--- src/lts_pkg.sv ---
// Purpose: Shared constants for the link training status report block
// Assumes: 32-bit AXI4-Lite register words, one aligned word per register
// Notes:   Training-state codes are grouped into coarse phases by range
package lts_pkg;
  // --------------------------------------------------------------------
  // Register map and fields
  // --------------------------------------------------------------------
  localparam logic [7:0] OFF_STATUS = 8'h00;
  localparam logic [7:0] OFF_CTRL = 8'h04;
  localparam logic [7:0] OFF_CHG = 8'h08;
  localparam logic [7:0] OFF_RECOV = 8'h0c;
  localparam logic [7:0] OFF_L0S = 8'h10;
  localparam int ST_FSM_LSB = 0;
  localparam int ST_LANES_LSB = 8;
  localparam int ST_RXLP_LSB = 12;
  localparam int ST_TXLP_LSB = 16;
  localparam int ST_PHASE_LSB = 20;
  localparam int ST_LINKUP_BIT = 24;
  localparam int CT_REQ_LSB = 0;
  localparam int CT_RATE_BIT = 2;
  localparam int CT_LANES_LSB = 4;
  localparam int CT_REASON_BIT = 8;
  localparam int CG_BUSY_BIT = 0;
  localparam int CG_DONE_BIT = 1;
  localparam int CG_REFUSED_BIT = 2;
  localparam int CG_ABORT_BIT = 3;
  localparam int CG_LINKDROP_BIT = 4;
  localparam logic [8:0] CTRL_RST = 9'h000;
  localparam logic [1:0] RESP_OKAY = 2'b00;
  localparam logic [1:0] RESP_SLVERR = 2'b10;
  // --------------------------------------------------------------------
  // Training-state codes
  // --------------------------------------------------------------------
  localparam logic [5:0] FSM_DET_QUIET = 6'h00;
  localparam logic [5:0] FSM_DET_ACT_END = 6'h03;
  localparam logic [5:0] FSM_POLL_ACT = 6'h04;
  localparam logic [5:0] FSM_POLL_CFG = 6'h05;
  localparam logic [5:0] FSM_COMP_FIRST = 6'h06;
  localparam logic [5:0] FSM_COMP_LAST = 6'h0a;
  localparam logic [5:0] FSM_CFG_FIRST = 6'h0b;
  localparam logic [5:0] FSM_CFG_IDLE = 6'h15;
  localparam logic [5:0] FSM_L0 = 6'h16;
  localparam logic [5:0] FSM_L1_FIRST = 6'h17;
  localparam logic [5:0] FSM_L1_EXIT = 6'h1b;
  localparam logic [5:0] FSM_RCV_LOCK = 6'h1c;
  localparam logic [5:0] FSM_RCV_IDLE = 6'h20;
  localparam logic [5:0] FSM_HOT_RESET = 6'h21;
  localparam logic [5:0] FSM_DIS_FIRST = 6'h22;
  localparam logic [5:0] FSM_DIS_IDLE = 6'h25;
  localparam logic [5:0] FSM_RP_CFG_FIRST = 6'h26;
  localparam logic [5:0] FSM_RP_CFG_LAST = 6'h2c;
  localparam logic [5:0] FSM_TIMEOUT_DET = 6'h2d;
  localparam logic [5:0] FSM_LPBK_FIRST = 6'h2e;
  localparam logic [5:0] FSM_LPBK_LAST = 6'h32;
  // Other encodings
  localparam logic [1:0] LANES_X1 = 2'b00;
  localparam logic [1:0] RX_LP_OFF = 2'b00;
  localparam logic [2:0] TX_LP_OFF = 3'b000;
  localparam logic [1:0] CHG_NONE = 2'b00;
  typedef enum logic [3:0] {
    PH_DETECT = 4'h0, PH_POLLING = 4'h1, PH_COMPLIANCE = 4'h2,
    PH_CONFIG = 4'h3, PH_L0 = 4'h4, PH_L1 = 4'h5, PH_RECOVERY = 4'h6,
    PH_HOT_RESET = 4'h7, PH_DISABLED = 4'h8, PH_TIMEOUT = 4'h9,
    PH_LOOPBACK = 4'ha, PH_UNKNOWN = 4'hf
  } lts_phase_t;
  typedef enum logic {CS_IDLE = 1'b0, CS_ACTIVE = 1'b1} lts_chg_state_t;
endpackage

--- src/lts_axil_slave.sv ---
// Purpose: AXI4-Lite slave front end, one write and one read at a time
// Assumes: Register logic answers errors combinationally on the strobe
// Notes:   Write answer one edge after both channels taken
`timescale 1ns/1ps
module lts_axil_slave
  import lts_pkg::*;
#(
  parameter int AW = 8
)
(
  input wire logic clk_i,
  input wire logic nrst_i,
  input wire logic [AW-1:0] awaddr_i,
  input wire logic awvalid_i,
  output logic awready_o,
  input wire logic [31:0] wdata_i,
  input wire logic [3:0] wstrb_i,
  input wire logic wvalid_i,
  output logic wready_o,
  output logic [1:0] bresp_o,
  output logic bvalid_o,
  input wire logic bready_i,
  input wire logic [AW-1:0] araddr_i,
  input wire logic arvalid_i,
  output logic arready_o,
  output logic [31:0] rdata_o,
  output logic [1:0] rresp_o,
  output logic rvalid_o,
  input wire logic rready_i,
  output logic wr_en_o,
  output logic [AW-1:0] wr_addr_o,
  output logic [31:0] wr_data_o,
  output logic [3:0] wr_strb_o,
  input wire logic wr_err_i,
  output logic rd_en_o,
  output logic [AW-1:0] rd_addr_o,
  input wire logic [31:0] rd_data_i,
  input wire logic rd_err_i
);
  logic aw_full_r, w_full_r, ar_full_r;
  // Channels held off while an answer is pending
  assign awready_o = !aw_full_r && !bvalid_o;
  assign wready_o = !w_full_r && !bvalid_o;
  assign wr_en_o = aw_full_r && w_full_r && !bvalid_o;
  assign arready_o = !ar_full_r && !rvalid_o;
  assign rd_en_o = ar_full_r;
  // Write address capture
  always_ff @(posedge clk_i or negedge nrst_i)
    if (!nrst_i)
    begin
      aw_full_r <= 1'b0;
      wr_addr_o <= '0;
    end
    else if (awvalid_i && awready_o)
    begin
      aw_full_r <= 1'b1;
      wr_addr_o <= awaddr_i;
    end
    else if (wr_en_o)
      aw_full_r <= 1'b0;
  // Write data capture, either order against the address
  always_ff @(posedge clk_i or negedge nrst_i)
    if (!nrst_i)
    begin
      w_full_r <= 1'b0;
      wr_data_o <= '0;
      wr_strb_o <= '0;
    end
    else if (wvalid_i && wready_o)
    begin
      w_full_r <= 1'b1;
      wr_data_o <= wdata_i;
      wr_strb_o <= wstrb_i;
    end
    else if (wr_en_o)
      w_full_r <= 1'b0;
  // Write response
  always_ff @(posedge clk_i or negedge nrst_i)
    if (!nrst_i)
    begin
      bvalid_o <= 1'b0;
      bresp_o <= RESP_OKAY;
    end
    else if (wr_en_o)
    begin
      bvalid_o <= 1'b1;
      bresp_o <= wr_err_i ? RESP_SLVERR : RESP_OKAY;
    end
    else if (bready_i)
      bvalid_o <= 1'b0;
  // Read address capture
  always_ff @(posedge clk_i or negedge nrst_i)
    if (!nrst_i)
    begin
      ar_full_r <= 1'b0;
      rd_addr_o <= '0;
    end
    else if (arvalid_i && arready_o)
    begin
      ar_full_r <= 1'b1;
      rd_addr_o <= araddr_i;
    end
    else
      ar_full_r <= 1'b0;
  // Read data registered from the decode
  always_ff @(posedge clk_i or negedge nrst_i)
    if (!nrst_i)
    begin
      rvalid_o <= 1'b0;
      rdata_o <= '0;
      rresp_o <= RESP_OKAY;
    end
    else if (rd_en_o)
    begin
      rvalid_o <= 1'b1;
      rdata_o <= rd_data_i;
      rresp_o <= rd_err_i ? RESP_SLVERR : RESP_OKAY;
    end
    else if (rready_i)
      rvalid_o <= 1'b0;
endmodule

--- src/lts_change_ctl.sv ---
// Purpose: Sequencer for one directed width or speed change
// Assumes: Core raises its done level or pulse when the change completes
// Notes:   Request level held until done, dropped one edge after link_up_i falls
`timescale 1ns/1ps
module lts_change_ctl
  import lts_pkg::*;
(
  input wire logic clk_i,
  input wire logic nrst_i,
  input wire logic start_i,
  input wire logic [1:0] kind_i,
  input wire logic link_up_i,
  input wire logic core_done_i,
  output logic [1:0] request_o,
  output logic busy_o,
  output logic done_o,
  output logic abort_o,
  output logic refused_o
);
  lts_chg_state_t state_r;
  logic [1:0] kind_r;
  // Level request only while active
  assign busy_o = (state_r == CS_ACTIVE);
  assign request_o = busy_o ? kind_r : CHG_NONE;
  // Sequencer and event pulses
  always_ff @(posedge clk_i or negedge nrst_i)
    if (!nrst_i)
    begin
      state_r <= CS_IDLE;
      kind_r <= CHG_NONE;
      done_o <= 1'b0;
      abort_o <= 1'b0;
      refused_o <= 1'b0;
    end
    else
    begin
      done_o <= 1'b0;
      abort_o <= 1'b0;
      refused_o <= 1'b0;
      unique case (state_r)
        CS_IDLE:
        begin
          if (start_i && link_up_i)
          begin
            state_r <= CS_ACTIVE;
            kind_r <= kind_i;
          end
          else if (start_i)
            refused_o <= 1'b1; // Change only with link up
        end
        CS_ACTIVE:
        begin
          if (!link_up_i)
          begin
            state_r <= CS_IDLE;
            abort_o <= 1'b1;
          end
          else if (core_done_i)
          begin
            state_r <= CS_IDLE;
            done_o <= 1'b1;
          end
        end
      endcase
    end
endmodule

--- src/lts_report.sv ---
// Purpose: Physical-layer status report and directed change control
// Assumes: Core status inputs are on clk_i; AXI4-Lite from software
// Notes:   Control writes refused while a change is under way
//
// The register offsets and the AXI4-Lite slave port were left to the implementer.
`timescale 1ns/1ps
module lts_report
  import lts_pkg::*;
#(
  parameter int AW = 8,
  parameter int CNT_W = 16
)
(
  input wire logic clk_i,
  input wire logic nrst_i,
  // AXI4-Lite slave
  input wire logic [AW-1:0] s_axil_awaddr_i,
  input wire logic s_axil_awvalid_i,
  output logic s_axil_awready_o,
  input wire logic [31:0] s_axil_wdata_i,
  input wire logic [3:0] s_axil_wstrb_i,
  input wire logic s_axil_wvalid_i,
  output logic s_axil_wready_o,
  output logic [1:0] s_axil_bresp_o,
  output logic s_axil_bvalid_o,
  input wire logic s_axil_bready_i,
  input wire logic [AW-1:0] s_axil_araddr_i,
  input wire logic s_axil_arvalid_i,
  output logic s_axil_arready_o,
  output logic [31:0] s_axil_rdata_o,
  output logic [1:0] s_axil_rresp_o,
  output logic s_axil_rvalid_o,
  input wire logic s_axil_rready_i,
  // Status from the physical layer
  input wire logic core_link_up_i,
  input wire logic [1:0] core_lane_count_i,
  input wire logic [5:0] core_fsm_state_i,
  input wire logic [1:0] core_rx_lp_i,
  input wire logic [2:0] core_tx_lp_i,
  input wire logic core_change_done_i,
  // Registered status view
  output logic link_up_o,
  output logic [1:0] current_lane_count_o,
  output logic [5:0] training_fsm_state_o,
  output logic [1:0] rx_low_power_state_o,
  output logic [2:0] tx_low_power_state_o,
  output logic [3:0] link_phase_o,
  // Directed change toward the physical layer
  output logic [1:0] directed_change_request_o,
  output logic directed_target_rate_o,
  output logic [1:0] directed_target_lanes_o,
  output logic directed_change_reason_o,
  output logic directed_change_finished_o
);
  // --------------------------------------------------------------------
  // Decode helpers
  // --------------------------------------------------------------------
  // Coarse phase of a training-state code
  function automatic lts_phase_t phase_of(input logic [5:0] code);
    lts_phase_t ph;
    ph = PH_UNKNOWN;
    if (code <= FSM_DET_ACT_END)
      ph = PH_DETECT;
    else if (code == FSM_POLL_ACT || code == FSM_POLL_CFG)
      ph = PH_POLLING;
    else if (code >= FSM_COMP_FIRST && code <= FSM_COMP_LAST)
      ph = PH_COMPLIANCE;
    else if (code >= FSM_CFG_FIRST && code <= FSM_CFG_IDLE)
      ph = PH_CONFIG;
    else if (code == FSM_L0)
      ph = PH_L0;
    else if (code >= FSM_L1_FIRST && code <= FSM_L1_EXIT)
      ph = PH_L1;
    else if (code >= FSM_RCV_LOCK && code <= FSM_RCV_IDLE)
      ph = PH_RECOVERY;
    else if (code == FSM_HOT_RESET)
      ph = PH_HOT_RESET;
    else if (code >= FSM_DIS_FIRST && code <= FSM_DIS_IDLE)
      ph = PH_DISABLED;
    else if (code >= FSM_RP_CFG_FIRST && code <= FSM_RP_CFG_LAST)
      ph = PH_CONFIG;
    else if (code == FSM_TIMEOUT_DET)
      ph = PH_TIMEOUT;
    else if (code >= FSM_LPBK_FIRST && code <= FSM_LPBK_LAST)
      ph = PH_LOOPBACK;
    return ph;
  endfunction

  // Register index from a byte address, seven for unmapped
  typedef enum logic [2:0] {
    RI_STATUS = 3'h0, RI_CTRL = 3'h1, RI_CHG = 3'h2,
    RI_RECOV = 3'h3, RI_L0S = 3'h4, RI_NONE = 3'h7
  } lts_reg_idx_t;
  function automatic lts_reg_idx_t reg_of(input logic [AW-1:0] addr);
    lts_reg_idx_t ri;
    ri = RI_NONE;
    if (addr == AW'(OFF_STATUS))
      ri = RI_STATUS;
    else if (addr == AW'(OFF_CTRL))
      ri = RI_CTRL;
    else if (addr == AW'(OFF_CHG))
      ri = RI_CHG;
    else if (addr == AW'(OFF_RECOV))
      ri = RI_RECOV;
    else if (addr == AW'(OFF_L0S))
      ri = RI_L0S;
    return ri;
  endfunction

  // --------------------------------------------------------------------
  // Bus front end
  // --------------------------------------------------------------------
  logic wr_en, rd_en, wr_err, rd_err;
  logic [AW-1:0] wr_addr, rd_addr;
  logic [31:0] wr_data, rd_data;
  logic [3:0] wr_strb;
  lts_reg_idx_t wr_idx, rd_idx;
  logic chg_busy, chg_done, chg_abort, chg_refused;
  logic [1:0] chg_request;

  lts_axil_slave #(.AW(AW)) u_bus
  (
    .clk_i(clk_i),
    .nrst_i(nrst_i),
    .awaddr_i(s_axil_awaddr_i),
    .awvalid_i(s_axil_awvalid_i),
    .awready_o(s_axil_awready_o),
    .wdata_i(s_axil_wdata_i),
    .wstrb_i(s_axil_wstrb_i),
    .wvalid_i(s_axil_wvalid_i),
    .wready_o(s_axil_wready_o),
    .bresp_o(s_axil_bresp_o),
    .bvalid_o(s_axil_bvalid_o),
    .bready_i(s_axil_bready_i),
    .araddr_i(s_axil_araddr_i),
    .arvalid_i(s_axil_arvalid_i),
    .arready_o(s_axil_arready_o),
    .rdata_o(s_axil_rdata_o),
    .rresp_o(s_axil_rresp_o),
    .rvalid_o(s_axil_rvalid_o),
    .rready_i(s_axil_rready_i),
    .wr_en_o(wr_en),
    .wr_addr_o(wr_addr),
    .wr_data_o(wr_data),
    .wr_strb_o(wr_strb),
    .wr_err_i(wr_err),
    .rd_en_o(rd_en),
    .rd_addr_o(rd_addr),
    .rd_data_i(rd_data),
    .rd_err_i(rd_err)
  );

  assign wr_idx = reg_of(wr_addr);
  assign rd_idx = reg_of(rd_addr);
  // Read-only status words refuse writes; control frozen while busy
  assign wr_err = (wr_idx == RI_NONE) || (wr_idx == RI_STATUS) ||
                  ((wr_idx == RI_CTRL) && chg_busy);
  assign rd_err = (rd_idx == RI_NONE);

  // --------------------------------------------------------------------
  // Status capture
  // --------------------------------------------------------------------
  lts_phase_t phase_r, phase_nxt;
  logic link_up_prev_r;
  assign phase_nxt = phase_of(core_fsm_state_i);

  // Registered copy of the core state, idle values in reset
  always_ff @(posedge clk_i or negedge nrst_i)
    if (!nrst_i)
    begin
      link_up_o <= 1'b0;
      training_fsm_state_o <= FSM_DET_QUIET;
      rx_low_power_state_o <= RX_LP_OFF;
      tx_low_power_state_o <= TX_LP_OFF;
      phase_r <= PH_DETECT;
    end
    else
    begin
      link_up_o <= core_link_up_i;
      training_fsm_state_o <= core_fsm_state_i;
      rx_low_power_state_o <= core_rx_lp_i;
      tx_low_power_state_o <= core_tx_lp_i;
      phase_r <= phase_nxt;
    end

  // Lane count forced to x1 code while link is down, never stale
  always_ff @(posedge clk_i or negedge nrst_i)
    if (!nrst_i)
      current_lane_count_o <= LANES_X1;
    else if (core_link_up_i)
      current_lane_count_o <= core_lane_count_i;
    else
      current_lane_count_o <= LANES_X1;

  assign link_phase_o = phase_r;

  // Link-up history for the drop flag
  always_ff @(posedge clk_i or negedge nrst_i)
    if (!nrst_i)
      link_up_prev_r <= 1'b0;
    else
      link_up_prev_r <= link_up_o;

  // --------------------------------------------------------------------
  // Event counters
  // --------------------------------------------------------------------
  logic [CNT_W-1:0] recov_cnt_r, l0s_cnt_r;
  logic recov_evt, l0s_evt, recov_clr, l0s_clr;
  // Entry into recovery from any other phase
  assign recov_evt = (phase_nxt == PH_RECOVERY) &&
                     (phase_r != PH_RECOVERY);
  // Transmitter leaving the not-in-L0s code
  assign l0s_evt = (core_tx_lp_i != TX_LP_OFF) &&
                   (tx_low_power_state_o == TX_LP_OFF);
  assign recov_clr = wr_en && (wr_idx == RI_RECOV);
  assign l0s_clr = wr_en && (wr_idx == RI_L0S);

  // Clear and count together leave a count of one, no event lost
  always_ff @(posedge clk_i or negedge nrst_i)
    if (!nrst_i)
      recov_cnt_r <= '0;
    else if (recov_clr)
      recov_cnt_r <= recov_evt ? CNT_W'(1) : '0;
    else if (recov_evt && (recov_cnt_r != '1))
      recov_cnt_r <= recov_cnt_r + CNT_W'(1);

  // Same scheme for transmitter low-power entries; both saturate
  always_ff @(posedge clk_i or negedge nrst_i)
    if (!nrst_i)
      l0s_cnt_r <= '0;
    else if (l0s_clr)
      l0s_cnt_r <= l0s_evt ? CNT_W'(1) : '0;
    else if (l0s_evt && (l0s_cnt_r != '1))
      l0s_cnt_r <= l0s_cnt_r + CNT_W'(1);

  // --------------------------------------------------------------------
  // Directed change control word
  // --------------------------------------------------------------------
  logic [8:0] ctrl_r, ctrl_nxt;
  logic ctrl_wr, chg_start;
  assign ctrl_wr = wr_en && (wr_idx == RI_CTRL) && !wr_err;

  // Byte-lane merge of the control word
  always_comb
  begin
    ctrl_nxt = ctrl_r;
    if (wr_strb[0])
      ctrl_nxt[7:0] = wr_data[7:0];
    if (wr_strb[1])
      ctrl_nxt[8] = wr_data[CT_REASON_BIT];
  end

  // Control word; whole operation latched in one write
  always_ff @(posedge clk_i or negedge nrst_i)
    if (!nrst_i)
      ctrl_r <= CTRL_RST;
    else if (ctrl_wr)
      ctrl_r <= ctrl_nxt;

  // A write with a non-zero request kind launches a change if the link is up
  assign chg_start = ctrl_wr &&
    (ctrl_nxt[CT_REQ_LSB +: 2] != CHG_NONE);

  lts_change_ctl u_chg
  (
    .clk_i(clk_i),
    .nrst_i(nrst_i),
    .start_i(chg_start),
    .kind_i(ctrl_nxt[CT_REQ_LSB +: 2]),
    .link_up_i(link_up_o),
    .core_done_i(core_change_done_i),
    .request_o(chg_request),
    .busy_o(chg_busy),
    .done_o(chg_done),
    .abort_o(chg_abort),
    .refused_o(chg_refused)
  );

  // Target and reason come from the frozen word, so they stay consistent
  assign directed_change_request_o = chg_request;
  assign directed_target_rate_o = ctrl_r[CT_RATE_BIT];
  assign directed_target_lanes_o = ctrl_r[CT_LANES_LSB +: 2];
  assign directed_change_reason_o = ctrl_r[8];

  // Completion pulse, registered for the user side
  always_ff @(posedge clk_i or negedge nrst_i)
    if (!nrst_i)
      directed_change_finished_o <= 1'b0;
    else
      directed_change_finished_o <= chg_done;

  // --------------------------------------------------------------------
  // Sticky change flags, write one to clear
  // --------------------------------------------------------------------
  logic [4:1] flag_r, flag_set, flag_clr;
  assign flag_set = {link_up_prev_r && !link_up_o, chg_abort,
                     chg_refused, chg_done};
  assign flag_clr = (wr_en && (wr_idx == RI_CHG) && wr_strb[0]) ?
                    wr_data[4:1] : 4'h0;

  // Set wins over a clear in the same cycle
  generate
    for (genvar i = 1; i <= 4; i++)
    begin : g_flag
      always_ff @(posedge clk_i or negedge nrst_i)
        if (!nrst_i)
          flag_r[i] <= 1'b0;
        else if (flag_set[i])
          flag_r[i] <= 1'b1;
        else if (flag_clr[i])
          flag_r[i] <= 1'b0;
    end
  endgenerate

  // --------------------------------------------------------------------
  // Read data
  // --------------------------------------------------------------------
  always_comb
  begin
    rd_data = 32'h0000_0000;
    unique case (rd_idx)
      RI_STATUS:
      begin
        rd_data[ST_FSM_LSB +: 6] = training_fsm_state_o;
        rd_data[ST_LANES_LSB +: 2] = current_lane_count_o;
        rd_data[ST_RXLP_LSB +: 2] = rx_low_power_state_o;
        rd_data[ST_TXLP_LSB +: 3] = tx_low_power_state_o;
        rd_data[ST_PHASE_LSB +: 4] = phase_r;
        rd_data[ST_LINKUP_BIT] = link_up_o;
      end
      RI_CTRL:
      begin
        rd_data[7:0] = ctrl_r[7:0];
        rd_data[CT_REASON_BIT] = ctrl_r[8];
      end
      RI_CHG:
      begin
        rd_data[CG_BUSY_BIT] = chg_busy;
        rd_data[CG_LINKDROP_BIT:CG_DONE_BIT] = flag_r;
      end
      RI_RECOV:
        rd_data[CNT_W-1:0] = recov_cnt_r;
      RI_L0S:
        rd_data[CNT_W-1:0] = l0s_cnt_r;
      RI_NONE:
        rd_data = 32'h0000_0000;
      default:
        rd_data = 32'h0000_0000;
    endcase
  end
endmodule

--- config.mk ---
export PLATFORM = sky130hd
export DESIGN_NAME = lts_report
export DESIGN_NICKNAME = d
export VERILOG_FILES = /design/src/lts_pkg.sv /design/src/lts_axil_slave.sv /design/src/lts_change_ctl.sv /design/src/lts_report.sv
export SDC_FILE = /design/constraint.sdc
export NUM_CORES = 1
export LEC_CHECK = 0
export ABC_AREA = 1
export BUFFER_PORTS_ARGS = -buffer_cell sky130_fd_sc_hd__buf_2
export CORE_UTILIZATION = 51
export CTS_BUF_LIST = sky130_fd_sc_hd__clkbuf_8
export DETAILED_ROUTE_END_ITERATION = 12
export GPL_TIMING_DRIVEN = 1
export PLACE_DENSITY = 0.79
export SYNTH_ARGS = -nofsm -noshare
export SYNTH_HDL_FRONTEND = slang
export SYNTH_SLANG_ARGS = --single-unit
--- constraint.sdc ---
create_clock -name clk_i -period 1.56 [get_ports clk_i]
set_clock_uncertainty 0.05 [all_clocks]
set_input_delay 0.312 -clock clk_i [delete_from_list [all_inputs] [get_ports clk_i]]
set_output_delay 0.312 -clock clk_i [all_outputs]
set_load 0.01 [all_outputs]
* Word-level counts from Yosys, hierarchy flattened
Cells that the tools add are included.
** Operators by class
- Eq/ne operators :: 27
- Bitwise gates (word level) :: 1
- Add/subtract/negate cells :: 2
- Multiplexer cells :: 72
- Magnitude comparators :: 15
- Reductions and logical operators :: 59
** Operators by type and width (count)
- $mux W16 :: 4
- $mux W4 :: 11
- $mux W3 :: 11
- $add A16 B1 Y16 const B :: 2
- $eq A8 B4 Y1 const B :: 4
- $ne A16 B16 Y1 const B :: 2
- $logic_and A1 B1 Y1 :: 29
- $mux W1 :: 29
- $pmux W5 S5 :: 1
- $le A6 B6 Y1 const B :: 4
- $reduce_bool A2 Y1 :: 11
- $ge A6 B6 Y1 const B :: 3
- $eq A8 B3 Y1 const B :: 2
- $eq A8 B5 Y1 const B :: 2
- $logic_not A8 Y1 :: 2
- $mux W2 :: 7
- $eq A3 B2 Y1 const B :: 4
- $eq A3 B3 Y1 const B :: 4
- $eq A6 B3 Y1 const B :: 2
- $eq A6 B6 Y1 const B :: 2
- $ge A6 B5 Y1 const B :: 2
- $le A6 B5 Y1 const B :: 2
- $pmux W2 S3 :: 2
- $logic_not A3 Y1 :: 3
- 18 further kinds :: 31
** Word-level totals
- Output and inout bits :: 66
- Logic and storage cells :: 210
- Bits in registers :: 131

* Depth between registers and ports, before layout
Gate-level depths: netlist of the first run.
- Depth in word-level cells :: 19
- Gate-level depth with buffers :: 11

* By module
Synthesis of the first run repeated with hierarchy kept, for this count alone.
** Unflattened totals
- Cells, all modules :: 1032
- Area, all modules :: 8219.1 um^2
** Modules (own cells, without submodules)
- lts_report :: seq. area each 1626.6 um^2, cells each 616, area an instance 4354.2 um^2, instances 1
- lts_axil_slave :: seq. area each 2277.2 um^2, cells each 391, area an instance 3631.0 um^2, instances 1
- lts_change_ctl :: seq. area each 150.1 um^2, cells each 25, area an instance 234.0 um^2, instances 1

* Least setup slack after synthesis of the first run
Ideal clock, no wire load.
- Kind :: register to register
- Start point :: reg l0s_cnt_r[0]
- End point :: reg l0s_cnt_r[0]
- Path buffers :: 0
- Cell stages (with the launch flop) :: 10
- Arrival :: 1529 ps
- Library setup time :: 87 ps
- Clock period less this slack :: 1666 ps
- Slack :: -106 ps
- Path through :: dfrtp_1 -> ha_1 -> nand3_1 -> nor3_2 -> nand3_1 -> nand2_2 -> nand2_2 -> inv_2 -> nand2_1 -> o211ai_1
** Between the ends
- Cells in the longest elaborated chain, start to end :: 3
- Elaborated cells between the ends (all ways) :: 6
- Those cells by class :: 1 x add/sub; 1 x eq/ne; 2 x mux; 2 x reduce/logical
** RTL lines
- from (decl) :: RTL line lts_report.sv:207 : logic [CNT_W-1:0] recov_cnt_r, l0s_cnt_r;
- from (signal assigned) :: RTL line lts_report.sv:232 : l0s_cnt_r <= l0s_evt ? CNT_W'(1) : '0;
- from (signal assigned) :: RTL line lts_report.sv:234 : l0s_cnt_r <= l0s_cnt_r + CNT_W'(1);
- $add A16 B1 Y16 or $ne A16 B16 Y1 (tied branches) :: RTL line lts_report.sv:234, lts_report.sv:233
- $mux W16 or $logic_and A1 B1 Y1 (tied branches) :: RTL line lts_report.sv:233 : else if (l0s_evt && (l0s_cnt_r != '1))
- $mux W16 or $reduce_bool A2 Y1 (tied branches)
Several ways; a longest one is shown, not always the timed one. The select of a mux whose other input is x is not followed.
A chain may end at the register's enable or synchronous reset.

* Worst setup path in the final report of the first run
- Start point :: reg u_bus.wr_addr_o[6]
- End point :: reg u_chg.kind_r[1]
** Between the ends
- Cells in the longest elaborated chain, start to end :: 14
- Elaborated cells between the ends (all ways) :: 22
- Those cells by class :: 6 x eq/ne; 5 x mux; 11 x reduce/logical
** RTL lines
- from (decl) :: RTL line lts_axil_slave.sv:31 : output logic [AW-1:0] wr_addr_o,
- from (signal assigned) :: RTL line lts_axil_slave.sv:57 : wr_addr_o <= awaddr_i;
- $eq A8 B5 Y1 :: RTL line lts_report.sv:105 : else if (addr == AW'(OFF_L0S))
- $mux W2 :: RTL line lts_report.sv:105
- $mux W3 :: RTL line lts_report.sv:103 : else if (addr == AW'(OFF_RECOV))
- $mux W3 :: RTL line lts_report.sv:101 : else if (addr == AW'(OFF_CHG))
- $mux W3 :: RTL line lts_report.sv:99 : else if (addr == AW'(OFF_CTRL))
- $mux W3 (*) :: RTL line lts_report.sv:97 : if (addr == AW'(OFF_STATUS))
- $eq A3 B3 Y1, or another cell as far along :: RTL line lts_report.sv:156 : assign wr_err = (wr_idx == RI_NONE) || (wr_idx == RI_STATUS) ||
- $logic_or A1 B1 Y1 or $logic_and A1 B1 Y1 (tied branches) :: RTL line lts_report.sv:156, lts_report.sv:157
- $logic_or A1 B1 Y1 :: RTL line lts_report.sv:156
- $logic_not A1 Y1 :: RTL line lts_report.sv:241 : assign ctrl_wr = wr_en && (wr_idx == RI_CTRL) && !wr_err;
- $logic_and A1 B1 Y1 (*) :: RTL line lts_report.sv:241
- $logic_and A1 B1 Y1 (*) :: RTL line lts_report.sv:261 : assign chg_start = ctrl_wr &&
- $logic_and A1 B1 Y1 (*) :: RTL line lts_change_ctl.sv:43 : if (start_i && link_up_i)
- $reduce_and A2 Y1 (no line) (*)
- to (signal assigned) :: RTL line lts_change_ctl.sv:46 : kind_r <= kind_i;
- to (decl) :: RTL line lts_change_ctl.sv:21 : logic [1:0] kind_r;
Mark *: on every way between the ends. The rest lies on a longest branch, timed or not.

==> impl_metrics.json, run 1 <==
{
  "antenna_found_initial": 0,
  "synth_area_um2": 6372,
  "cts.clk_slew.worst_paths_ps": 70,
  "cts_buffers": 17,
  "rows": 40,
  "tightest_slew_ps": 497.6,
  "fmax_mhz": 601.5,
  "path_class": "reg -> reg",
  "ys_types": 36,
  "ys_seq_elements": 129,
  "async_flop_share_pct": 100.0,
  "synth_area_per_cell_um2": 7.926,
  "detail_route.wl_per_cell_um": 15.56,
  "yosysSeqAreaShare_pct": 50.66,
  "drv_slew": 0,
  "dr_wl_met3_mm": 1.078,
  "syn_to_final_growth_pct": 42.08,
  "p_leak_nw": 4.605,
  "post-route-period-util_pct": 106.6,
  "netlist_instances": 804,
  "worst_ep_required_time_ps": 1840,
  "drt_iter0_drc": 568,
  "endpoint_kind": "flip-flop",
  "timing.final.ws_setup_ps": -102.4,
  "finalCriticalPeriod_ps": 1662,
  "critical_path.max_fanout": 4,
  "swShare_pct": 36.59,
  "drive_gt1_share_pct": 35.76,
  "highest_layer": "met4",
  "synth_edf_count": 0,
  "grt_first_pass_wirelength_mm": 28.86,
  "ir_drop_mv": 1.100,
  "drt_pre_antenna_iters": 7,
  "finalHoldWorstSlack_ps": 22.86,
  "setup_viol": 28,
  "seqCellArea_um2": 3231,
  "grt_pass1_vias": 6089,
  "fp.dieW_um": 113.8,
  "p_per_area_nw_per_um2": 1199,
  "p_comb_share_pct": 32.2,
  "clk_latency_ps": 460,
  "reg2reg_to": "u_chg.kind_r[1]",
  "maxCapViolCount": 0,
  "arrival_ps": 1940,
  "grt_use_total_pct": 28.97,
  "cp-endpoint": "u_chg.kind_r[1]",
  "post-route-drc-count": 0,
  "vias": 6476,
  "antenna_left": 0,
  "worst_r2r_path_depth": 6,
  "grt_overflow": 0,
  "fillers": 885,
  "regToRegSetupSlack_ps": -100,
  "violations": "negative setup slack",
  "rsz0062_at_grt": "true",
  "hp-class": "in -> reg",
  "clk_path_buf_depth": 2,
  "startpoint": "u_bus.wr_addr_o[6]",
  "reg2reg_from": "u_bus.wr_addr_o[6]",
  "initial_core_util_pct": 52.61,
  "dieArea_um2": 12950,
  "viasPerCell": 5.287,
  "final_common_cell": "nand2_1",
  "cts_root_buf": "clkbuf_8",
  "dr_wl_met2_mm": 9.339,
  "worstSetupStartpointType": "flip-flop",
  "cts_tree": "done",
  "grt_max_degree": 37,
  "nNetsFinal": 1120,
  "status": "finished, violations left",
  "multi_input_area_um2": 3122,
  "p_int_mw": 6.884,
  "io_buffers": 104,
  "dieHeight_um": 113.8,
  "dpl.hpwl_mm": 12.96,
  "synth_flop_cell": "dfrtp_1",
  "power_mw": 10.86,
  "wirelength_mm": 19.06,
  "met1_length_mm": 8.102,
  "io_pins": 140,
  "ys_warn_count": 0,
  "finalHoldViolCount": 0,
  "gp_congestion": 0.9355,
  "diodes": 0,
  "core_um2": 12110,
  "p_switching_mw": 3.972,
  "clkPwrFrac_pct": 26.5,
  "cts.sinks": 129,
  "final_cell_mix": "173 x nand2_1, 127 x dfrtp_1, 104 x buf_4, 101 x buf_2, 78 x inv_1",
  "htree_levels": 4,
  "slew_headroom_pct": 66.75,
  "seq_power_share_pct": 41.2
}
-- sequential cells by signal, indices dropped and copies added, names as in the netlist, 2 cells and up --
signal                count
ctrl_r                    9
current_lane_count_o      2
flag_r                    4
l0s_cnt_r                16
link_phase_o              4
recov_cnt_r              16
rx_low_power_state_o      2
training_fsm_state_o      6
tx_low_power_state_o      3
u_bus.rd_addr_o           8
u_bus.rdata_o            24
u_bus.wr_addr_o           8
u_bus.wr_data_o           9
u_bus.wr_strb_o           2
u_chg.kind_r              2
-- final cells by class --
| type | instances | share of cell area, % |
|---|---|---|
| clock buffer | 17 | 2.584 |
| clock inverter | 15 | 1.755 |
| inverter | 97 | 4.077 |
| multi-input combinational | 558 | 34.48 |
| sequential | 129 | 35.68 |
| tap | 168 | 2.322 |
| timing repair buffer | 241 | 19.10 |
-- critical path, cell delays in order (launching register included) --
cell,delay [ps]
dfrtp_1,410
nor2_2,190
nand4_1,220
nand3_2,200
nand4_1,180
o21bai_1,200
nand2_1,90
-- synth_stat cells, types with 3 or more instances --
cell type | number | area [µm²]
buf_4 | 12 | 90.09
nand3_1 | 55 | 275.3
dfrtp_1 | 129 | 3228
nor4_1 | 3 | 18.77
a21oi_1 | 50 | 250.2
clkbuf_1 | 10 | 37.54
nand4_1 | 28 | 175.2
o21ai_1 | 3 | 15.01
nand2_1 | 196 | 735.7
inv_1 | 93 | 349.1
xor2_1 | 5 | 43.79
o211ai_1 | 8 | 60.06
nor3_1 | 23 | 115.1
o21ai_0 | 48 | 240.2
nor2_1 | 90 | 337.8
inv_2 | 4 | 15.01
buf_2 | 5 | 25.02
o31ai_1 | 8 | 60.06
nor3_2 | 4 | 40.04
nand3_2 | 3 | 30.03
o21bai_1 | 6 | 45.04
-- worst min path at each step --
stage                                  start            endpoint  depth (start not counted)
after CTS                 s_axil_araddr_i[6]  u_bus.rd_addr_o[6]                          3
final                     s_axil_araddr_i[5]  u_bus.rd_addr_o[5]                          3
after floorplan                       nrst_i           ctrl_r[0]                          0
after detailed placement              nrst_i  u_bus.rd_addr_o[6]                          1
after global placement                nrst_i  u_bus.rd_addr_o[6]                          1
after global routing      s_axil_araddr_i[7]  u_bus.rd_addr_o[7]                          3
-- cells by family after synthesis --
family | after synthesis | share of synthesized area [%]
simple gates | 410 | 28.18
flops | 129 | 50.66
compound gates | 127 | 11.11
buf+inv | 127 | 8.423
xor+xnor | 6 | 0.8247
fa+ha+maj | 2 | 0.3926
mux | 2 | 0.3534
other cells | 1 | 0.05885
-- what timing repair did --
action                                 4_1_cts  5_1_grt
endpoints found under the hold margin       38        0
pin swaps                                    8       27
resized for setup                           45      118
setup endpoints to repair                   60       69
setup buffers                                2       13
hold buffers                                12        0
gates cloned                                 1        0
-- power groups by stage --
stage	logic, mW	clock network (mW)	registers, mW
2_1_floorplan	1.40	0	4.48
3_3_place_gp	2.73	0	4.41
3_5_place_dp	2.82	0	4.43
4_1_cts	2.96	2.91	4.39
5_1_grt	3.83	3.08	4.53
6_report	3.50	2.88	4.47
-- routing by layer --
layer / GRT usage [%] / up-vias
met4: 11.69 / 0
met1: 37.32 / 3077
met3: 7.439 / 60
met2: 46.95 / 239
li1: - / 3100
met5: 0 / -
-- per-stage QoR --
| stage | TNS (ps) | utilization, % | setup slack (ps) | cell area [µm²] | std cells |
|---|---|---|---|---|---|
| CTS | -99.82 | 71.04 | -38.35 | 8605 | 1213 |
| detailed placement | -2748 | 65.41 | -135.5 | 7923 | 1167 |
| finish | -1001 | 74.75 | -102.4 | 9054 | 1225 |
| floorplan | -18.61 | - | -6.899 | 6446 | 813 |
| global placement | -1655 | 65.41 | -123.6 | 7923 | 1167 |
| global route | -4307 | 74.75 | -199.1 | 9054 | 1225 |
No activity file was read; power rests on OpenSTA's default activity.
==> run 2, diff against run 1 <==
- CORE_UTILIZATION: 51 -> 61
- PLACE_DENSITY: 0.79 -> 0.88
- clock period: 1.56 -> 2 ns (I/O delays scaled with it)
==> run 2 against run 1 <==
The flow now finishes without violations. Utilization up 1.4 points. Total power shrank 31%. Clock power is 23% lower. Critical path depth grew 1. Sequential cell count stayed put. Sequential share of layout area is 6.9 points higher. Maximum frequency down 9.6%. Via count decreased by 6.8%. Critical path type unchanged.
==> impl_metrics.json, run 2 (synthesis gave the netlist of run 1 again) <==
{
  "p_int_mw": 4.953,
  "setup_viol": 0,
  "clk_latency_ps": 450,
  "grt_pass1_vias": 5631,
  "cts_setup_buffers": 0,
  "worstSetupStartpointType": "flip-flop",
  "antenna_found_initial": 0,
  "grt_first_pass_wirelength_mm": 26.83,
  "core_um2": 9955,
  "drt_iter0_drc": 524,
  "regMostFlops": "u_bus.rdata_o",
  "finalHoldViolCount": 0,
  "hp-class": "in -> reg",
  "reg2reg_from": "recov_cnt_r[0]",
  "seqCellArea_um2": 3228,
  "startpoint": "recov_cnt_r[0]",
  "status": "finished clean",
  "rsz0062_at_grt": "false",
  "p_leak_nw": 3.926,
  "reg.largest.list": "u_bus.rdata_o x24, l0s_cnt_r x16, recov_cnt_r x16",
  "fp.dieW_um": 104.2,
  "final_cell_mix": "196 x nand2_1, 129 x dfrtp_1, 103 x buf_2, 93 x inv_1, 90 x nor2_1",
  "drt_pre_antenna_iters": 6,
  "nNetsFinal": 1013,
  "gp_congestion": 0.9064,
  "p_comb_share_pct": 24.1,
  "path_class": "reg -> reg",
  "cp-endpoint": "recov_cnt_r[14]",
  "io_buffers": 104,
  "fin_util_pct": 76.14,
  "rows": 36,
  "dpl.hpwl_mm": 11.71,
  "p_per_area_nw_per_um2": 983.9,
  "largest_register_ffs": 24,
  "drv_slew": 0,
  "antenna_left": 0,
  "worst_r2r_path_depth": 7,
  "finalHoldWorstSlack_ps": 21.04,
  "wirelength_mm": 16.05,
  "grt_max_degree": 87,
  "placed_area_um2": 7166,
  "post-route-drc-count": 0,
  "viasPerCell": 5.582,
  "dieArea_um2": 10860,
  "worst_ep_required_time_ps": 2310,
  "critical_path.max_fanout": 10,
  "cts.sinks": 129,
  "seq_power_share_pct": 46.1,
  "cts_buffers": 17,
  "setup-tns-final_ps": 0,
  "drive_gt1_share_pct": 19.41,
  "finalCriticalPeriod_ps": 1839,
  "syn_to_final_growth_pct": 18.95,
  "cts_root_buf": "clkbuf_8",
  "swShare_pct": 33.59,
  "cts_tree": "done",
  "htree_levels": 4,
  "grt_overflow": 0,
  "grt_use_total_pct": 31.70,
  "clkPwrFrac_pct": 29.8,
  "timing.final.ws_setup_ps": 160.8,
  "maxCapViolCount": 0,
  "p_switching_mw": 2.505,
  "ir_drop_mv": 0.8196,
  "post-route-period-util_pct": 91.96,
  "detail_route.wl_per_cell_um": 14.85,
  "final_cell_area_um2": 7580,
  "cts.clk_slew.worst_paths_ps": 70,
  "multi_input_area_um2": 2641,
  "fmax_mhz": 543.7,
  "vias": 6034,
  "diodes": 0,
  "dp_slack_ps": 230.6,
  "slew_headroom_pct": 64.65,
  "reg2reg_to": "recov_cnt_r[14]",
  "io_pins": 140,
  "arrival_ps": 2150,
  "endpoint_kind": "flip-flop",
  "regToRegSetupSlack_ps": 160,
  "tightest_slew_ps": 529.0,
  "dieHeight_um": 104.2,
  "initial_core_util_pct": 64.01,
  "fillers": 758,
  "final_common_cell": "nand2_1",
  "clk_path_buf_depth": 2
}
run 2: worst max-delay path: stages, from the launching register on:
cell and delay, ps:
dfrtp_1 420, ha_1 220, nand3_1 150, nor3_2 290, nand2_1 120, nand3_2 200
nand2_1 130, o21ai_0 170
run 2: worst min-delay path by stage:
stage / start / endpoint / slack [ps] / cells after the start
6_report: core_tx_lp_i[0] / tx_low_power_state_o[0] / 20 / 1
5_1_grt: core_tx_lp_i[0] / tx_low_power_state_o[0] / 5 / 1
4_1_cts: core_tx_lp_i[2] / tx_low_power_state_o[2] / 5 / 1
3_5_place_dp: nrst_i / u_bus.rd_addr_o[6] / 170 / 1
3_3_place_gp: nrst_i / u_bus.rd_addr_o[7] / 170 / 1
2_1_floorplan: nrst_i / ctrl_r[0] / 50 / 0
run 2: area by class of cell:
| class | instances | share of cell area [%] |
|---|---|---|
| Sequential cell | 129 | 42.59 |
| Multi-Input combinational cell | 557 | 34.85 |
| Timing Repair Buffer | 135 | 10.37 |
| Inverter | 97 | 4.853 |
| Clock buffer | 18 | 3.268 |
| Tap cell | 133 | 2.195 |
| Clock inverter | 12 | 1.882 |
run 2: per-layer routing:
layer / vias to the layer above / track usage, % / routed length [µm]
li1: 2881 / - / -
met2: 319 / 49.90 / 7551
met4: 0 / 12.96 / 417
met5: - / 0 / 0
met1: 2786 / 42.23 / 6581
met3: 48 / 7.832 / 1503
run 2: timing repair:
item	CTS	global route
setup endpoints to repair	0	1
resized for setup	0	1
hold buffers	2	0
endpoints found under the hold margin	44	0
run 2: power groups by stage:
| stage | Combinational [mW] | Sequential [mW] | Clock [mW] |
|---|---|---|---|
| floorplan | 1.07 | 3.48 | 0 |
| global placement | 1.70 | 3.46 | 0 |
| detailed placement | 1.76 | 3.47 | 0 |
| CTS | 1.79 | 3.43 | 2.24 |
| global route | 2.03 | 3.50 | 2.36 |
| finish | 1.80 | 3.44 | 2.22 |
run 2: through the flow:
| stage | instances | power [mW] |
|---|---|---|
| finish | 1081 | 7.458 |
| global route | 1081 | 7.888 |
| detailed placement | 1049 | 5.237 |
| global placement | 1049 | 5.159 |
| floorplan | 813 | 4.552 |
| CTS | 1081 | 7.461 |
